==> config.mk <==
export PLATFORM = sky130hd
export DESIGN_NAME = afbt_host
export DESIGN_NICKNAME = d
export VERILOG_FILES = /design/src/logic/afbt_pkg.sv /design/src/logic/afbt_host.sv
export SDC_FILE = /design/constraint.sdc
export NUM_CORES = 1
export LEC_CHECK = 0
export ABC_CLOCK_PERIOD_IN_PS = 2600
export BUFFER_PORTS_ARGS = -buffer_cell sky130_fd_sc_hd__buf_4
export CAP_MARGIN = 20
export CORE_ASPECT_RATIO = 1.1
export CORE_MARGIN = 2
export CORE_UTILIZATION = 56
export CTS_BUF_LIST = sky130_fd_sc_hd__clkbuf_16
export DETAILED_ROUTE_END_ITERATION = 16
export PLACE_DENSITY = 0.85
export SYNTH_ARGS = -nofsm -noshare
export SYNTH_HDL_FRONTEND = slang
export SYNTH_SLANG_ARGS = --single-unit
==> constraint.sdc <==
create_clock -name clk_sys -period 2.6 [get_ports clk_sys]
set_clock_uncertainty 0.2 [all_clocks]
set_input_delay 0.26 -clock clk_sys [delete_from_list [all_inputs] [get_ports clk_sys]]
set_output_delay 0.26 -clock clk_sys [all_outputs]
set_load 0.1 [all_outputs]
==> src/logic/afbt_pkg.sv <==
// Purpose: Constants and types for the async flash bus host controller
// Assumes: 250 MHz clk_sys; flash pins sampled as synchronous inputs
// Notes: Times are kept in ns; cycle counts derive from the clock period
package afbt_pkg;

  // ----------------------------------------
  // Timing
  // ----------------------------------------
  localparam int T_CLK_NS = 4;
  localparam int T_FAST_NS = 90;
  localparam int T_SLOW_NS = 100;
  localparam int T_WP_NS = 35;
  localparam int T_RP_NS = 500;
  localparam int T_RH_NS = 50;
  localparam int T_POLL_NS = 4000;
  localparam int T_RSP_NS = 4000;
  localparam int T_READY_LONG_NS = 20000;

  localparam logic [12:0] C_FAST = 13'((T_FAST_NS + T_CLK_NS - 1) / T_CLK_NS);
  localparam logic [12:0] C_SLOW = 13'((T_SLOW_NS + T_CLK_NS - 1) / T_CLK_NS);
  localparam logic [12:0] C_WP = 13'((T_WP_NS + T_CLK_NS - 1) / T_CLK_NS);
  localparam logic [12:0] C_RP = 13'((T_RP_NS + T_CLK_NS - 1) / T_CLK_NS);
  localparam logic [12:0] C_RH = 13'((T_RH_NS + T_CLK_NS - 1) / T_CLK_NS);
  localparam logic [12:0] C_POLL =
    13'((T_POLL_NS + T_CLK_NS - 1) / T_CLK_NS);
  localparam logic [12:0] C_RSP = 13'((T_RSP_NS + T_CLK_NS - 1) / T_CLK_NS);
  localparam int C_READY_LONG = (T_READY_LONG_NS + T_CLK_NS - 1) / T_CLK_NS;

  // ----------------------------------------
  // Register map and fields
  // ----------------------------------------
  localparam logic [4:0] REG_CMD = 5'h00;
  localparam logic [4:0] REG_ADDR = 5'h04;
  localparam logic [4:0] REG_WDATA = 5'h08;
  localparam logic [4:0] REG_RDATA = 5'h0C;
  localparam logic [4:0] REG_STATUS = 5'h10;
  localparam logic [4:0] REG_IRQ_STAT = 5'h14;
  localparam logic [4:0] REG_IRQ_MASK = 5'h18;
  localparam logic [4:0] REG_CONFIG = 5'h1C;

  localparam int CMD_LSB = 0;
  localparam int MODE_LSB = 3;
  localparam int IRQ_DONE = 0;
  localparam int IRQ_REFUSED = 1;
  localparam int IRQ_POLL_OK = 2;
  localparam int ERASE_TOG_POS = 2;
  localparam int STATUS_TOG_POS = 6;
  localparam int ADDR_BIT0_POS = 0;
  localparam int ADDR_BIT1_POS = 1;
  localparam int ADDR_BIT6_POS = 6;

  typedef enum logic [2:0] {
    CMD_READ = 3'h0,
    CMD_WRITE = 3'h1,
    CMD_PROG_LAST = 3'h2,
    CMD_SUSPEND = 3'h3,
    CMD_RESUME = 3'h4,
    CMD_HW_RESET = 3'h5,
    CMD_HV_ON = 3'h6,
    CMD_HV_OFF = 3'h7
  } afbt_cmd_t;

  typedef enum logic [1:0] {
    MODE_PLAIN = 2'h0,
    MODE_PROTECT = 2'h1,
    MODE_UNPROTECT = 2'h2,
    MODE_SPARE = 2'h3
  } afbt_mode_t;

  typedef enum logic [2:0] {
    ST_IDLE = 3'h0,
    ST_RD = 3'h1,
    ST_WR = 3'h2,
    ST_RST_LOW = 3'h3,
    ST_RST_WAIT = 3'h4,
    ST_HV = 3'h5
  } afbt_st_t;

  // Flash pin drive
  typedef struct packed {
    logic [19:0] addr;
    logic [15:0] dq_o;
    logic dq_oe;
    logic ce_n;
    logic oe_n;
    logic we_n;
    logic rst_n;
    logic hv;
  } afbt_pins_t;

  // Software register port
  typedef struct packed {
    logic [4:0] addr;
    logic [31:0] wdata;
    logic wr;
    logic rd;
  } afbt_sw_req_t;

  typedef struct packed {
    afbt_st_t st;
    logic [12:0] cnt;
    logic [12:0] poll_cnt;
    logic poll_pend;
    logic susp;
    logic susp_early;
    logic long_rdy;
    logic last_wr;
    logic grade;
    logic [19:0] op_addr;
    logic [15:0] op_data;
    logic [15:0] rd_last;
    logic tog_status;
    logic tog_erase;
    logic [2:0] irq_st;
    logic [2:0] irq_mask;
    logic [31:0] rdata;
    logic irq;
    afbt_pins_t pins;
  } afbt_state_t;

endpackage

==> src/logic/afbt_host.sv <==
// Purpose: Host controller pacing an asynchronous parallel flash bus
// Assumes: Flash inputs synchronous to clk_sys; one command at a time
// Notes: Software issues commands through a small register port
//
// The plain strobed port and the register addresses were left to the implementer.
`timescale 1ns/1ps
module afbt_host import afbt_pkg::*; #(
  parameter int READY_LONG_CYC = C_READY_LONG
) (
  input wire logic clk_sys,
  input wire logic nrst,
  input wire afbt_sw_req_t sw_req,
  output logic [31:0] sw_rdata,
  output logic irq,
  output afbt_pins_t flash_pins,
  input wire logic [15:0] flash_dq_in,
  input wire logic ready_busy_n
);

  afbt_state_t q;
  afbt_state_t next_q;

  assign sw_rdata = q.rdata;
  assign irq = q.irq;
  assign flash_pins = q.pins;

  // ----------------------------------------
  // Next state
  // ----------------------------------------
  always_comb begin
    logic [2:0] ev;
    logic [2:0] clr;
    logic [12:0] cyc;
    logic [12:0] hold;
    afbt_cmd_t cmd;
    afbt_mode_t mode;
    logic refuse;
    ev = '0;
    clr = '0;
    cyc = q.grade ? C_SLOW : C_FAST;
    hold = '0;
    cmd = afbt_cmd_t'(sw_req.wdata[CMD_LSB +: 3]);
    mode = afbt_mode_t'(sw_req.wdata[MODE_LSB +: 2]);
    refuse = 1'b0;
    next_q = q;
    next_q.rdata = '0;

    // Poll delay runs only while programming is not suspended early
    if (q.poll_pend && !q.susp_early) begin
      if (q.poll_cnt == '0) begin
        next_q.poll_pend = 1'b0;
        ev[IRQ_POLL_OK] = 1'b1;
      end else begin
        next_q.poll_cnt = q.poll_cnt - 13'h0001;
      end
    end

    unique case (q.st)
      ST_IDLE: begin
      end
      ST_RD: begin
        next_q.cnt = q.cnt + 13'h0001;
        if (q.cnt == cyc) begin
          next_q.rd_last = flash_dq_in;
          // Compare against the previous read to expose toggling
          next_q.tog_status = flash_dq_in[STATUS_TOG_POS] ^
            q.rd_last[STATUS_TOG_POS];
          next_q.tog_erase = flash_dq_in[ERASE_TOG_POS] ^
            q.rd_last[ERASE_TOG_POS];
          next_q.pins.ce_n = 1'b1;
          next_q.pins.oe_n = 1'b1;
          next_q.st = ST_IDLE;
          ev[IRQ_DONE] = 1'b1;
        end
      end
      ST_WR: begin
        next_q.cnt = q.cnt + 13'h0001;
        if (q.cnt == C_WP - 13'h0001) begin
          next_q.pins.we_n = 1'b1;
        end
        // Whole write cycle time spent here keeps writes spaced
        if (q.cnt == cyc - 13'h0001) begin
          next_q.pins.ce_n = 1'b1;
          next_q.pins.dq_oe = 1'b0;
          next_q.st = ST_IDLE;
          ev[IRQ_DONE] = 1'b1;
          if (q.last_wr) begin
            next_q.poll_pend = 1'b1;
            next_q.poll_cnt = C_POLL;
            next_q.last_wr = 1'b0;
          end
        end
      end
      ST_RST_LOW: begin
        next_q.cnt = q.cnt + 13'h0001;
        // Worst-case ready time depends on whether an algorithm ran
        hold = q.long_rdy ? 13'(READY_LONG_CYC) : C_RP;
        if (q.cnt == hold - 13'h0001) begin
          next_q.pins.rst_n = 1'b1;
          next_q.st = ST_RST_WAIT;
          next_q.cnt = '0;
        end
      end
      ST_RST_WAIT: begin
        next_q.cnt = q.cnt + 13'h0001;
        if (q.cnt == C_RH - 13'h0001) begin
          next_q.st = ST_IDLE;
          ev[IRQ_DONE] = 1'b1;
        end
      end
      ST_HV: begin
        next_q.cnt = q.cnt + 13'h0001;
        // Writes stay blocked until the elevated level has settled
        if (q.cnt == C_RSP - 13'h0001) begin
          next_q.st = ST_IDLE;
          ev[IRQ_DONE] = 1'b1;
        end
      end
      default: begin
        next_q.st = ST_IDLE;
      end
    endcase

    // ----------------------------------------
    // Software port
    // ----------------------------------------
    if (sw_req.rd) begin
      unique case (sw_req.addr)
        REG_ADDR: next_q.rdata = {12'h000, q.op_addr};
        REG_WDATA: next_q.rdata = {16'h0000, q.op_data};
        REG_RDATA: next_q.rdata = {16'h0000, q.rd_last};
        REG_STATUS: next_q.rdata = {24'h00_0000, q.grade, q.tog_erase,
          q.tog_status, q.pins.hv, q.susp, q.poll_pend, ready_busy_n,
          q.st != ST_IDLE};
        REG_IRQ_STAT: next_q.rdata = {29'h0000_0000, q.irq_st};
        REG_IRQ_MASK: next_q.rdata = {29'h0000_0000, q.irq_mask};
        REG_CONFIG: next_q.rdata = {31'h0000_0000, q.grade};
        default: next_q.rdata = '0;
      endcase
    end

    if (sw_req.wr) begin
      unique case (sw_req.addr)
        REG_ADDR: next_q.op_addr = sw_req.wdata[19:0];
        REG_WDATA: next_q.op_data = sw_req.wdata[15:0];
        REG_IRQ_STAT: clr = sw_req.wdata[2:0];
        REG_IRQ_MASK: next_q.irq_mask = sw_req.wdata[2:0];
        REG_CONFIG: next_q.grade = sw_req.wdata[0];
        default: begin
        end
      endcase
    end

    if (sw_req.wr && sw_req.addr == REG_CMD) begin
      // Write, last program and CMD_HV_ON are refused while the device is busy, reads only during an unsuspended poll delay;
      // ready_busy_n may lag the last program write, so the pending
      // poll delay, unless suspended, also counts as busy
      if (q.st != ST_IDLE) begin
        refuse = 1'b1;
      end else if ((!ready_busy_n || (q.poll_pend && !q.susp)) &&
        (cmd == CMD_WRITE || cmd == CMD_PROG_LAST ||
         cmd == CMD_HV_ON)) begin
        refuse = 1'b1;
      end else if (cmd == CMD_READ && q.poll_pend && !q.susp) begin
        refuse = 1'b1;
      end

      if (refuse) begin
        ev[IRQ_REFUSED] = 1'b1;
      end else begin
        next_q.pins.addr = q.op_addr;
        if (mode == MODE_PROTECT) begin
          next_q.pins.addr[ADDR_BIT6_POS] = 1'b0;
          next_q.pins.addr[ADDR_BIT1_POS] = 1'b1;
          next_q.pins.addr[ADDR_BIT0_POS] = 1'b0;
        end else if (mode == MODE_UNPROTECT) begin
          next_q.pins.addr[ADDR_BIT6_POS] = 1'b1;
          next_q.pins.addr[ADDR_BIT1_POS] = 1'b1;
          next_q.pins.addr[ADDR_BIT0_POS] = 1'b0;
        end
        next_q.cnt = '0;
        unique case (cmd)
          CMD_READ: begin
            next_q.st = ST_RD;
            next_q.pins.ce_n = 1'b0;
            next_q.pins.oe_n = 1'b0;
          end
          CMD_WRITE, CMD_PROG_LAST, CMD_SUSPEND, CMD_RESUME: begin
            // No recovery gap needed after a read
            next_q.st = ST_WR;
            next_q.pins.ce_n = 1'b0;
            next_q.pins.we_n = 1'b0;
            next_q.pins.dq_o = q.op_data;
            next_q.pins.dq_oe = 1'b1;
            next_q.last_wr = (cmd == CMD_PROG_LAST);
            if (cmd == CMD_SUSPEND) begin
              next_q.susp = 1'b1;
              next_q.susp_early = q.poll_pend;
            end
            if (cmd == CMD_RESUME) begin
              next_q.susp = 1'b0;
              next_q.susp_early = 1'b0;
              if (q.susp_early) begin
                next_q.poll_cnt = C_POLL;
              end
            end
          end
          CMD_HW_RESET: begin
            // A long hold also lets the device drop to standby
            next_q.st = ST_RST_LOW;
            next_q.pins.rst_n = 1'b0;
            next_q.pins.hv = 1'b0;
            next_q.long_rdy = !ready_busy_n;
            next_q.poll_pend = 1'b0;
            next_q.susp = 1'b0;
            next_q.susp_early = 1'b0;
          end
          CMD_HV_ON: begin
            next_q.st = ST_HV;
            next_q.pins.hv = 1'b1;
          end
          CMD_HV_OFF: begin
            next_q.pins.hv = 1'b0;
            ev[IRQ_DONE] = 1'b1;
          end
        endcase
      end
    end

    // A new event wins over a clear in the same cycle
    next_q.irq_st = (q.irq_st & ~clr) | ev;
    next_q.irq = |(next_q.irq_st & next_q.irq_mask);
  end

  // ----------------------------------------
  // State register
  // ----------------------------------------
  always_ff @(posedge clk_sys) begin
    if (!nrst) begin
      q <= '0;
      q.st <= ST_IDLE;
      q.pins.ce_n <= 1'b1;
      q.pins.oe_n <= 1'b1;
      q.pins.we_n <= 1'b1;
      q.pins.rst_n <= 1'b1;
    end else begin
      q <= next_q;
    end
  end

endmodule

-- Word-level counts from Yosys, hierarchy flattened
Cells that the tools add are included.
- $add $sub $neg: 4
- $mul: 0
- divide/modulo/power cells: 0
- $lt $le $gt $ge: 0
- eq/ne operators: 28
- shifts and indexed selects: 0
- multiplexer cells: 70
- bitwise gates (word level): 7
- reductions and logical operators: 34
- operators by type and width (kind ; number):
    $pmux W20 S7 ; 1
    $mux W34 ; 2
    $mux W13 ; 5
    $mux W14 ; 4
    $mux W1 ; 32
    $eq A13 B13 Y1 ; 2
    $eq A13 B4 Y1 const B ; 2
    $pmux W13 S2 ; 1
    $sub A13 B1 Y13 const B ; 2
    $mux W3 ; 8
    $eq A5 B5 Y1 const B ; 4
    $eq A3 B3 Y1 const B ; 6
    $pmux W3 S6 ; 1
    $mux W16 ; 1
    $mux W2 ; 7
    $add A13 B1 Y13 const B ; 1
    $eq A13 B10 Y1 const B ; 1
    $eq A13 B5 Y1 ; 1
    $logic_not A13 Y1 ; 1
    $eq A3 B2 Y1 const B ; 4
    $mux W6 ; 2
    $pmux W3 S4 ; 1
    $reduce_and A2 Y1 ; 6
    $eq A5 B4 Y1 const B ; 2
    28 further kinds ; 46
- register bits after elaboration: 170
- latch bits: 0
- memory bits (writable): 0
- ROM bits: 0
- bits of input ports: 58
- memories: 0

-- Depth between registers and ports, before layout
Gate-level depths: netlist (run 1).
- depth in word-level cells: 12
- gate-level depth with buffers: 9

-- Least setup slack after synthesis (run 1)
OpenSTA, ideal clock, no wires.
- path type: flip-flop to flip-flop
- from: register q[160] (netlist name)
- to: register q[89] (netlist name)
- arrival: 1.736 ns
- path slack: 0.531 ns
- stages on the path, launching flop included: 9
- period minus slack after synthesis: 2.069 ns
- cells stage by stage: dfxtp_1 buf_2 nor4_4 nand4b_2 or4_1 buf_2 buf_6 nand2_1 a21oi_1
- longest elaborated chain between the ends: 2
- RTL lines (what ; line ; source):
    start: declaration ; afbt_host.sv:20 ; afbt_state_t q;
    start signal: assignment ; afbt_host.sv:247 ; q <= next_q;
    $eq A13 B5 Y1 ; afbt_host.sv:63 ; if (q.cnt == cyc) begin
    $reduce_and A2 Y1 (no source line) ; n/a ;
Every way passes these cells.
A chain may end at the register's enable or synchronous reset.

-- Worst setup path after layout (run 1)
- from: input sw_req[4] (netlist name)
- to: register q (netlist bit flash_pins[22])
- longest elaborated chain between the ends: 9
- elaborated cells between the ends (all ways): 15
- classes of those cells: 3 x eq/ne; 4 x mux; 1 x bitwise; 7 x reduce/logical
- RTL lines (what ; line ; source):
    start: declaration ; afbt_host.sv:12 ; input wire afbt_sw_req_t sw_req,
    $logic_not A3 Y1, or another cell as far along ; afbt_host.sv:164 ; end else if (cmd == CMD_READ && q.poll_pend && !q.susp) begin
    $logic_and A1 B1 Y1 or $logic_or A1 B1 Y1 (tied branches) (2 in series) ; afbt_host.sv:164, afbt_host.sv:161 ;
    $mux W1 or $logic_and A1 B1 Y1 (tied branches) ; afbt_host.sv:164, afbt_host.sv:160 ;
    $mux W1 * ; afbt_host.sv:160 ; end else if ((!ready_busy_n || (q.poll_pend && !q.susp)) &&
    $mux W1 * ; afbt_host.sv:158 ; if (q.st != ST_IDLE) begin
    $mux W1 * ; afbt_host.sv:154 ; if (sw_req.wr && sw_req.addr == REG_CMD) begin
    $not A1 Y1 (no source line) * ; n/a ;
    $reduce_and A2 Y1 (no source line) * ; n/a ;
Every way passes the cells marked *; elsewhere a longest branch is shown, timed or not. The select of a mux whose other input is x is not followed.

==> qor.yml, run 1 <==
drcViolationCount: 0
power.combinational.fraction: 0.065
start_kind: "input port"
hold_viol: 0
synth_sequential_area_ratio: 0.428
ir_worst_vdd_v: 0.000391
p_leak_nw: 3.15
p_per_area_nw_per_um2: 587
clock.fmax_mhz: 436
grt_max_degree: 94
area_enclosed_by_the_die_boundary_um2: 14100
status: "completed"
hpwlAfterDp_um: 12400
setup_violations: 0
final_critical_period_ps: 2290
yosys.area.top_type_share: 0.428
drt_iter0_drc: 703
max-cap-violations: 0
cts.path.max_buffers: 2
power.total_mw: 5.12
worst-endpoint-arrival_ps: 2390
core.rowCount: 44
r2r_slack_ps: 330
route.detailed.vias_per_inst: 5.68
critPathSlowestCell: "sky130_fd_sc_hd__dlygate4sd3_1"
total_detailed_routing_wirelength_um: 19300
tritoncts.num_buffers: 17
dr_total_vias: 6486
critical_path_required_ps: 2690
gp_congestion: 0.924
worstHoldPathCells: 3
reg2reg_depth: 5
intPower_mw: 3.93
area_inside_the_core_boundary_um2: 13000
synth.distinct_cells: 76
routedWlPerCell_um: 16.9
final.setup.tns_ps: 0
maximum_fanout_along_the_worst_path: 22
max-slew-margin-rel: 0.574
slew_viol_final: 0
start_util: 0.567
cp_cell_sequence: "dlygate4sd3_1, buf_4, and2b_1, o221ai_2, and3_1, buf_12, mux2i_1, nor2_1"
criticalPathCategory: "input port to register"
grt_pass1_wl_um: 31400
syn-mean-instance-area_um2: 8.14
area_delta_synth_final_pct: 17.9
hold_path.class: "input port to register"
htree_num_levels: 4
cts_root_buffer: "sky130_fd_sc_hd__clkbuf_16"
netlist_top_cells_count: "sky130_fd_sc_hd__nand2_1, sky130_fd_sc_hd__dfxtp_1, sky130_fd_sc_hd__a21oi_1"
yosys.cell_count.top_type: "sky130_fd_sc_hd__nand2_1"
clkTransAtPathRegs_ps: 50
grt_antenna_before_repair: 0
nets: 1029
ys_seq_elements: 158
synth_enable_flop_cells: 0
globalRoute.totalOverflow: 0
fin_hold_ws_ps: 19.7
async_reset_ff_frac: 0
critical_path.endpoint_type: "register"
clock_sink_count: 158
worst_slew_pin_slew_ps: 639
post_synth_main_area_contributors: "sky130_fd_sc_hd__dfxtp_1, sky130_fd_sc_hd__nand2_1, sky130_fd_sc_hd__buf_4"
diodes: 0
ys.flop_type: "sky130_fd_sc_hd__dfxtp_1"
grt_pass1_vias: 6356
n_fill_cell: 1065
port_buffers: 108
io_pins: 133
cts_tree: "yes"
critical_path.max_stage_delay_ps: 520
syn_inst: 908
holdCritStartpoint: "sw_req[2]"
timing.hold.worst_endpoint: "q[115]$_SDFFE_PN0P_"
warnings_from_yosys: 0
grt_setup_unrepaired: "false"
globalRouteTotalUtil: 0.279
power_frac_clock: 0.459
net-switching-power_mw: 1.19
crit-reg2reg-capture: "q[168]$_SDFF_PN0_"
drt-pass1-iter-count: 5
power.share.sequential: 0.476
mappedNetlistArea_um2: 7390
crit-reg2reg-launch: "q[156]$_SDFF_PN0_"
die_extent_in_x_um: 114
insertion_delay_ps: 420
postRouteAntennaNets: 0
fp.dieH_um: 125
netlist.top_cell.by_area: "sky130_fd_sc_hd__dfxtp_1"
power_switching_share: 0.232
finalCritPeriodShare: 0.882
fraction_of_layout_instances_using_a_drive_strength_above_1: 0.184
## sequential cells by signal (all words and copies together), names as in the netlist
| name | count |
|---|---|
| q | 95 |
| flash_pins | 42 |
| sw_rdata | 20 |
| irq | 1 |
## critical path, delay by kind of cell
kind / cells / cell delay, ps
AO/OA/AOI/OAI: 1 / 290
multiplexers: 1 / 200
buffers and inverters: 3 / 960
AND/OR/NAND/NOR: 3 / 650
## metal layers
layer	GRT usage	up-vias	share of wire
met2	0.476	252	0.51
met4	0.131	0	0.035
li1	-	3158	-
met3	0.0603	52	0.057
met5	0	-	0
met1	0.331	3024	0.40
## cells by family after synthesis
kind of cell,Yosys count,synth area share
AOI/OAI and AO/OA,187,0.155
xor gates and xnor gates,25,0.0296
adders and majority gates,4,0.00643
buffers and inverters,146,0.119
DFF,158,0.428
muxes,8,0.0113
other,1,0.000507
and+or+nand+nor,379,0.251
## layout by cell type (no fill, tap or decap), types with 5 or more instances in the layout
cell type,n
sky130_fd_sc_hd__nand4_1,13
sky130_fd_sc_hd__a211oi_1,8
sky130_fd_sc_hd__xnor2_1,10
sky130_fd_sc_hd__buf_4,124
sky130_fd_sc_hd__nor2_1,54
sky130_fd_sc_hd__clkbuf_16,17
sky130_fd_sc_hd__mux2i_1,5
sky130_fd_sc_hd__nor3_1,15
sky130_fd_sc_hd__nand2_1,197
sky130_fd_sc_hd__a21oi_1,100
sky130_fd_sc_hd__and2_1,6
sky130_fd_sc_hd__nor4_1,7
sky130_fd_sc_hd__inv_1,16
sky130_fd_sc_hd__conb_1,12
sky130_fd_sc_hd__and3_1,5
sky130_fd_sc_hd__or3_1,5
sky130_fd_sc_hd__xor2_1,15
sky130_fd_sc_hd__nand3_1,26
sky130_fd_sc_hd__nor2b_1,9
sky130_fd_sc_hd__dlygate4sd3_1,36
sky130_fd_sc_hd__o21a_1,5
sky130_fd_sc_hd__a22oi_1,20
sky130_fd_sc_hd__o21ai_0,23
sky130_fd_sc_hd__dfxtp_1,158
## power by group through the flow
stage | Clock, mW | Sequential [mW] | Combinational [mW]
after global placement | 0 | 2.49 | 0.281
after detailed placement | 0 | 2.49 | 0.283
after global routing | 2.48 | 2.43 | 0.354
after CTS | 2.37 | 2.43 | 0.328
after floorplan | 0 | 2.48 | 0.203
final | 2.35 | 2.43 | 0.335
## how the worst max path moves through the flow
stage          cells after the start              start                          end  slack, ps
2_1_floorplan                      8  q[160]$_SDFF_PN0_           q[89]$_SDFFE_PN0P_        530
3_5_place_dp                       7         sw_req[37]  flash_pins[22]$_SDFFE_PN0P_        280
4_1_cts                            5  q[156]$_SDFF_PN0_            q[168]$_SDFF_PN0_        330
3_3_place_gp                       7         sw_req[37]  flash_pins[22]$_SDFFE_PN0P_        290
5_1_grt                            5  q[156]$_SDFF_PN0_            q[168]$_SDFF_PN0_        190
6_report                           8          sw_req[4]  flash_pins[22]$_SDFFE_PN0P_        310
## layout make-up
| class | instances | area, um^2 | share of cell area |
|---|---|---|---|
| Clock buffer | 17 | 425 | 0.0488 |
| Sequential cell | 158 | 3160 | 0.363 |
| Inverter | 14 | 52.6 | 0.00603 |
| Multi-Input combinational cell | 615 | 3410 | 0.391 |
| Clock inverter | 14 | 131 | 0.0151 |
| Tap cell | 161 | 201 | 0.0231 |
| Timing Repair Buffer | 162 | 1330 | 0.153 |
## what timing repair did
action,in CTS,in global routing
hold endpoints to repair,54,0
hold buffers,36,0
gates resized for setup,0,0
setup buffers,0,0
## stage by stage
stage	area, um^2	worst slack (ps)	std cells	util
5_1_grt	8710	195	1141	0.668
3_3_place_gp	7800	292	1074	0.598
2_1_floorplan	7440	531	919	-
3_5_place_dp	7800	285	1074	0.598
6_report	8710	308	1141	0.668
4_1_cts	8710	326	1141	0.668
Note: power is estimated with default switching activity, not from simulation.
==> run 2: changes to the inputs <==
--- a/config.mk
+++ b/config.mk
@@ -13,6 +13,7 @@
 export CORE_UTILIZATION = 56
 export CTS_BUF_LIST = sky130_fd_sc_hd__clkbuf_16
 export DETAILED_ROUTE_END_ITERATION = 16
+export MAX_ROUTING_LAYER = met4
 export PLACE_DENSITY = 0.85
 export SYNTH_ARGS = -nofsm -noshare
 export SYNTH_HDL_FRONTEND = slang
==> qor.yml, run 2 (synthesis results as in run 1) <==
dr_total_vias: 6559  # +1.1%
cts.path.max_buffers: 2  # unchanged
routedWlPerCell_um: 16.9  # +0.31%
grt_max_degree: 94  # unchanged
grt_pass1_vias: 6355  # -0.016%
clock_sink_count: 158  # unchanged
fp.dieH_um: 125  # unchanged
grt_pass1_wl_um: 31300  # -0.22%
fraction_of_layout_instances_using_a_drive_strength_above_1: 0.184  # unchanged
start_util: 0.567  # unchanged
slew_viol_final: 0  # unchanged
detailroute.wirelength.met2_um: 9690  # -0.48%
drt_iter0_drc: 664  # -5.5%
highest-signal-layer: "met4"
grt_setup_unrepaired: "false"
worstHoldPathCells: 3  # unchanged
crit-reg2reg-launch: "q[156]$_SDFF_PN0_"
nets: 1029  # unchanged
layout_common_cells: "sky130_fd_sc_hd__nand2_1, sky130_fd_sc_hd__dfxtp_1, sky130_fd_sc_hd__buf_4"
route.detailed.vias_per_inst: 5.75  # +1.1%
drt-pass1-iter-count: 6  # +1
setup_violations: 0  # unchanged
max-cap-violations: 0  # unchanged
crit-reg2reg-capture: "q[168]$_SDFF_PN0_"
area_inside_the_core_boundary_um2: 13000  # unchanged
ir_worst_vdd_v: 0.000393  # +0.44%
port_buffers: 108  # unchanged
grt_antenna_before_repair: 0  # unchanged
htree_num_levels: 4  # unchanged
critical_path.endpoint_type: "register"
hold_path.class: "input port to register"
finalCritPeriodShare: 0.888  # +0.00591
final.setup.tns_ps: 0  # unchanged
timing.hold.worst_endpoint: "q[116]$_SDFFE_PN0P_"
area_delta_synth_final_pct: 17.9  # unchanged
post-cts-setup-buffer-count: 0  # unchanged
criticalPathCategory: "input port to register"
n_fill_cell: 1065  # unchanged
fin_hold_ws_ps: 22.2  # +2.55 ps
critical_path_required_ps: 2690  # about the same
layout_commonest_cell: "sky130_fd_sc_hd__nand2_1"
final.setup.worst_slack_ps: 292  # -15.4 ps
p_leak_nw: 3.15  # unchanged
holdCritStartpoint: "sw_req[3]"
core.rowCount: 44  # unchanged
worst-endpoint-arrival_ps: 2400  # about the same
clock.fmax_mhz: 433  # -0.67%
area_enclosed_by_the_die_boundary_um2: 14100  # unchanged
die_extent_in_x_um: 114  # unchanged
insertion_delay_ps: 420  # about the same
postRouteAntennaNets: 0  # unchanged
tritoncts.num_buffers: 17  # unchanged
met1Wirelength_um: 7720  # -0.57%
diodes: 0  # unchanged
io_pins: 133  # unchanged
globalRoute.totalOverflow: 0  # unchanged
reg2reg_depth: 5  # unchanged
hpwlAfterDp_um: 12400  # unchanged
cp-startpoint: "sw_req[4]"
drcViolationCount: 0  # unchanged
worst_slew_pin_slew_ps: 645  # +6.40 ps
area_taken_by_multi_input_logic_gates_um2: 3410  # unchanged
globalRouteTotalUtil: 0.286  # +0.00750
area.sequential_um2: 3160  # unchanged
status: "completed"
hold_viol: 0  # unchanged
cts_root_buffer: "sky130_fd_sc_hd__clkbuf_16"
largest_register: "q"
largest_register_ff_count: 95  # unchanged
pre_cts_slack_ps: 285  # unchanged
gp_congestion: 0.941  # +1.8%
final_critical_period_ps: 2310  # +15.4 ps
wl_met3_um: 1170  # +6.5%
maximum_fanout_along_the_worst_path: 22  # unchanged
max-slew-margin-rel: 0.570  # -0.00427
post_cts_resize_count: 0  # unchanged
clkTransAtPathRegs_ps: 60  # about the same
total_detailed_routing_wirelength_um: 19300  # +0.31%
r2r_slack_ps: 330  # about the same
start_kind: "input port"
cts_tree: "yes"
p_per_area_nw_per_um2: 587  # about the same
==> run 2: critical path: stages <==
cell                            delay (ps)
sky130_fd_sc_hd__dlygate4sd3_1         520
sky130_fd_sc_hd__buf_4                 230
sky130_fd_sc_hd__and2b_1               250
sky130_fd_sc_hd__o221ai_2              300
sky130_fd_sc_hd__and3_1                360
sky130_fd_sc_hd__buf_12                210
sky130_fd_sc_hd__mux2i_1               200
sky130_fd_sc_hd__nor2_1                 50
==> run 2: final cells by class <==
type,instances,area share
well taps,161,0.0231
clock inverters,14,0.0151
multi-input cells,615,0.391
repair buffers,162,0.153
flip-flops and latches,158,0.363
clock buffers,17,0.0488
inverters,14,0.00603
==> run 2: timing repair <==
| item | 4_1_cts | 5_1_grt |
|---|---|---|
| endpoints found under the hold margin | 54 | 0 |
| hold buffers | 36 | 0 |
| endpoints found under the setup margin | 0 | 0 |
==> run 2: routing by layer <==
layer  up-vias  global-route usage
li1       3161                   -
met1      3037               0.334
met2       295               0.475
met3        66              0.0594
met4         0               0.126
met5         -                   -
==> run 2: how the worst max path moves through the flow <==
stage,end,slack (ps),cells past startpoint
5_1_grt,q[168]$_SDFF_PN0_,200,5
3_5_place_dp,flash_pins[22]$_SDFFE_PN0P_,280,7
4_1_cts,q[168]$_SDFF_PN0_,330,5
3_3_place_gp,flash_pins[22]$_SDFFE_PN0P_,290,7
6_report,flash_pins[22]$_SDFFE_PN0P_,290,8
2_1_floorplan,q[89]$_SDFFE_PN0P_,530,8
==> run 2: power breakdown <==
part	switching, mW	leakage (nW)	internal [mW]
Sequential	0.00651	1.27	2.43
Combinational	0.221	1.60	0.114
Clock	0.957	0.278	1.39
Total	1.18	3.15	3.93
==> run 2: per-stage QoR <==
step | total power, mW | instance area [um^2] | util | std cells
3_5_place_dp | 2.77 | 7800 | 0.598 | 1074
5_1_grt | 5.27 | 8710 | 0.668 | 1141
6_report | 5.11 | 8710 | 0.668 | 1141
4_1_cts | 5.13 | 8710 | 0.668 | 1141
3_3_place_gp | 2.77 | 7800 | 0.598 | 1074
2_1_floorplan | 2.69 | 7440 | - | 919
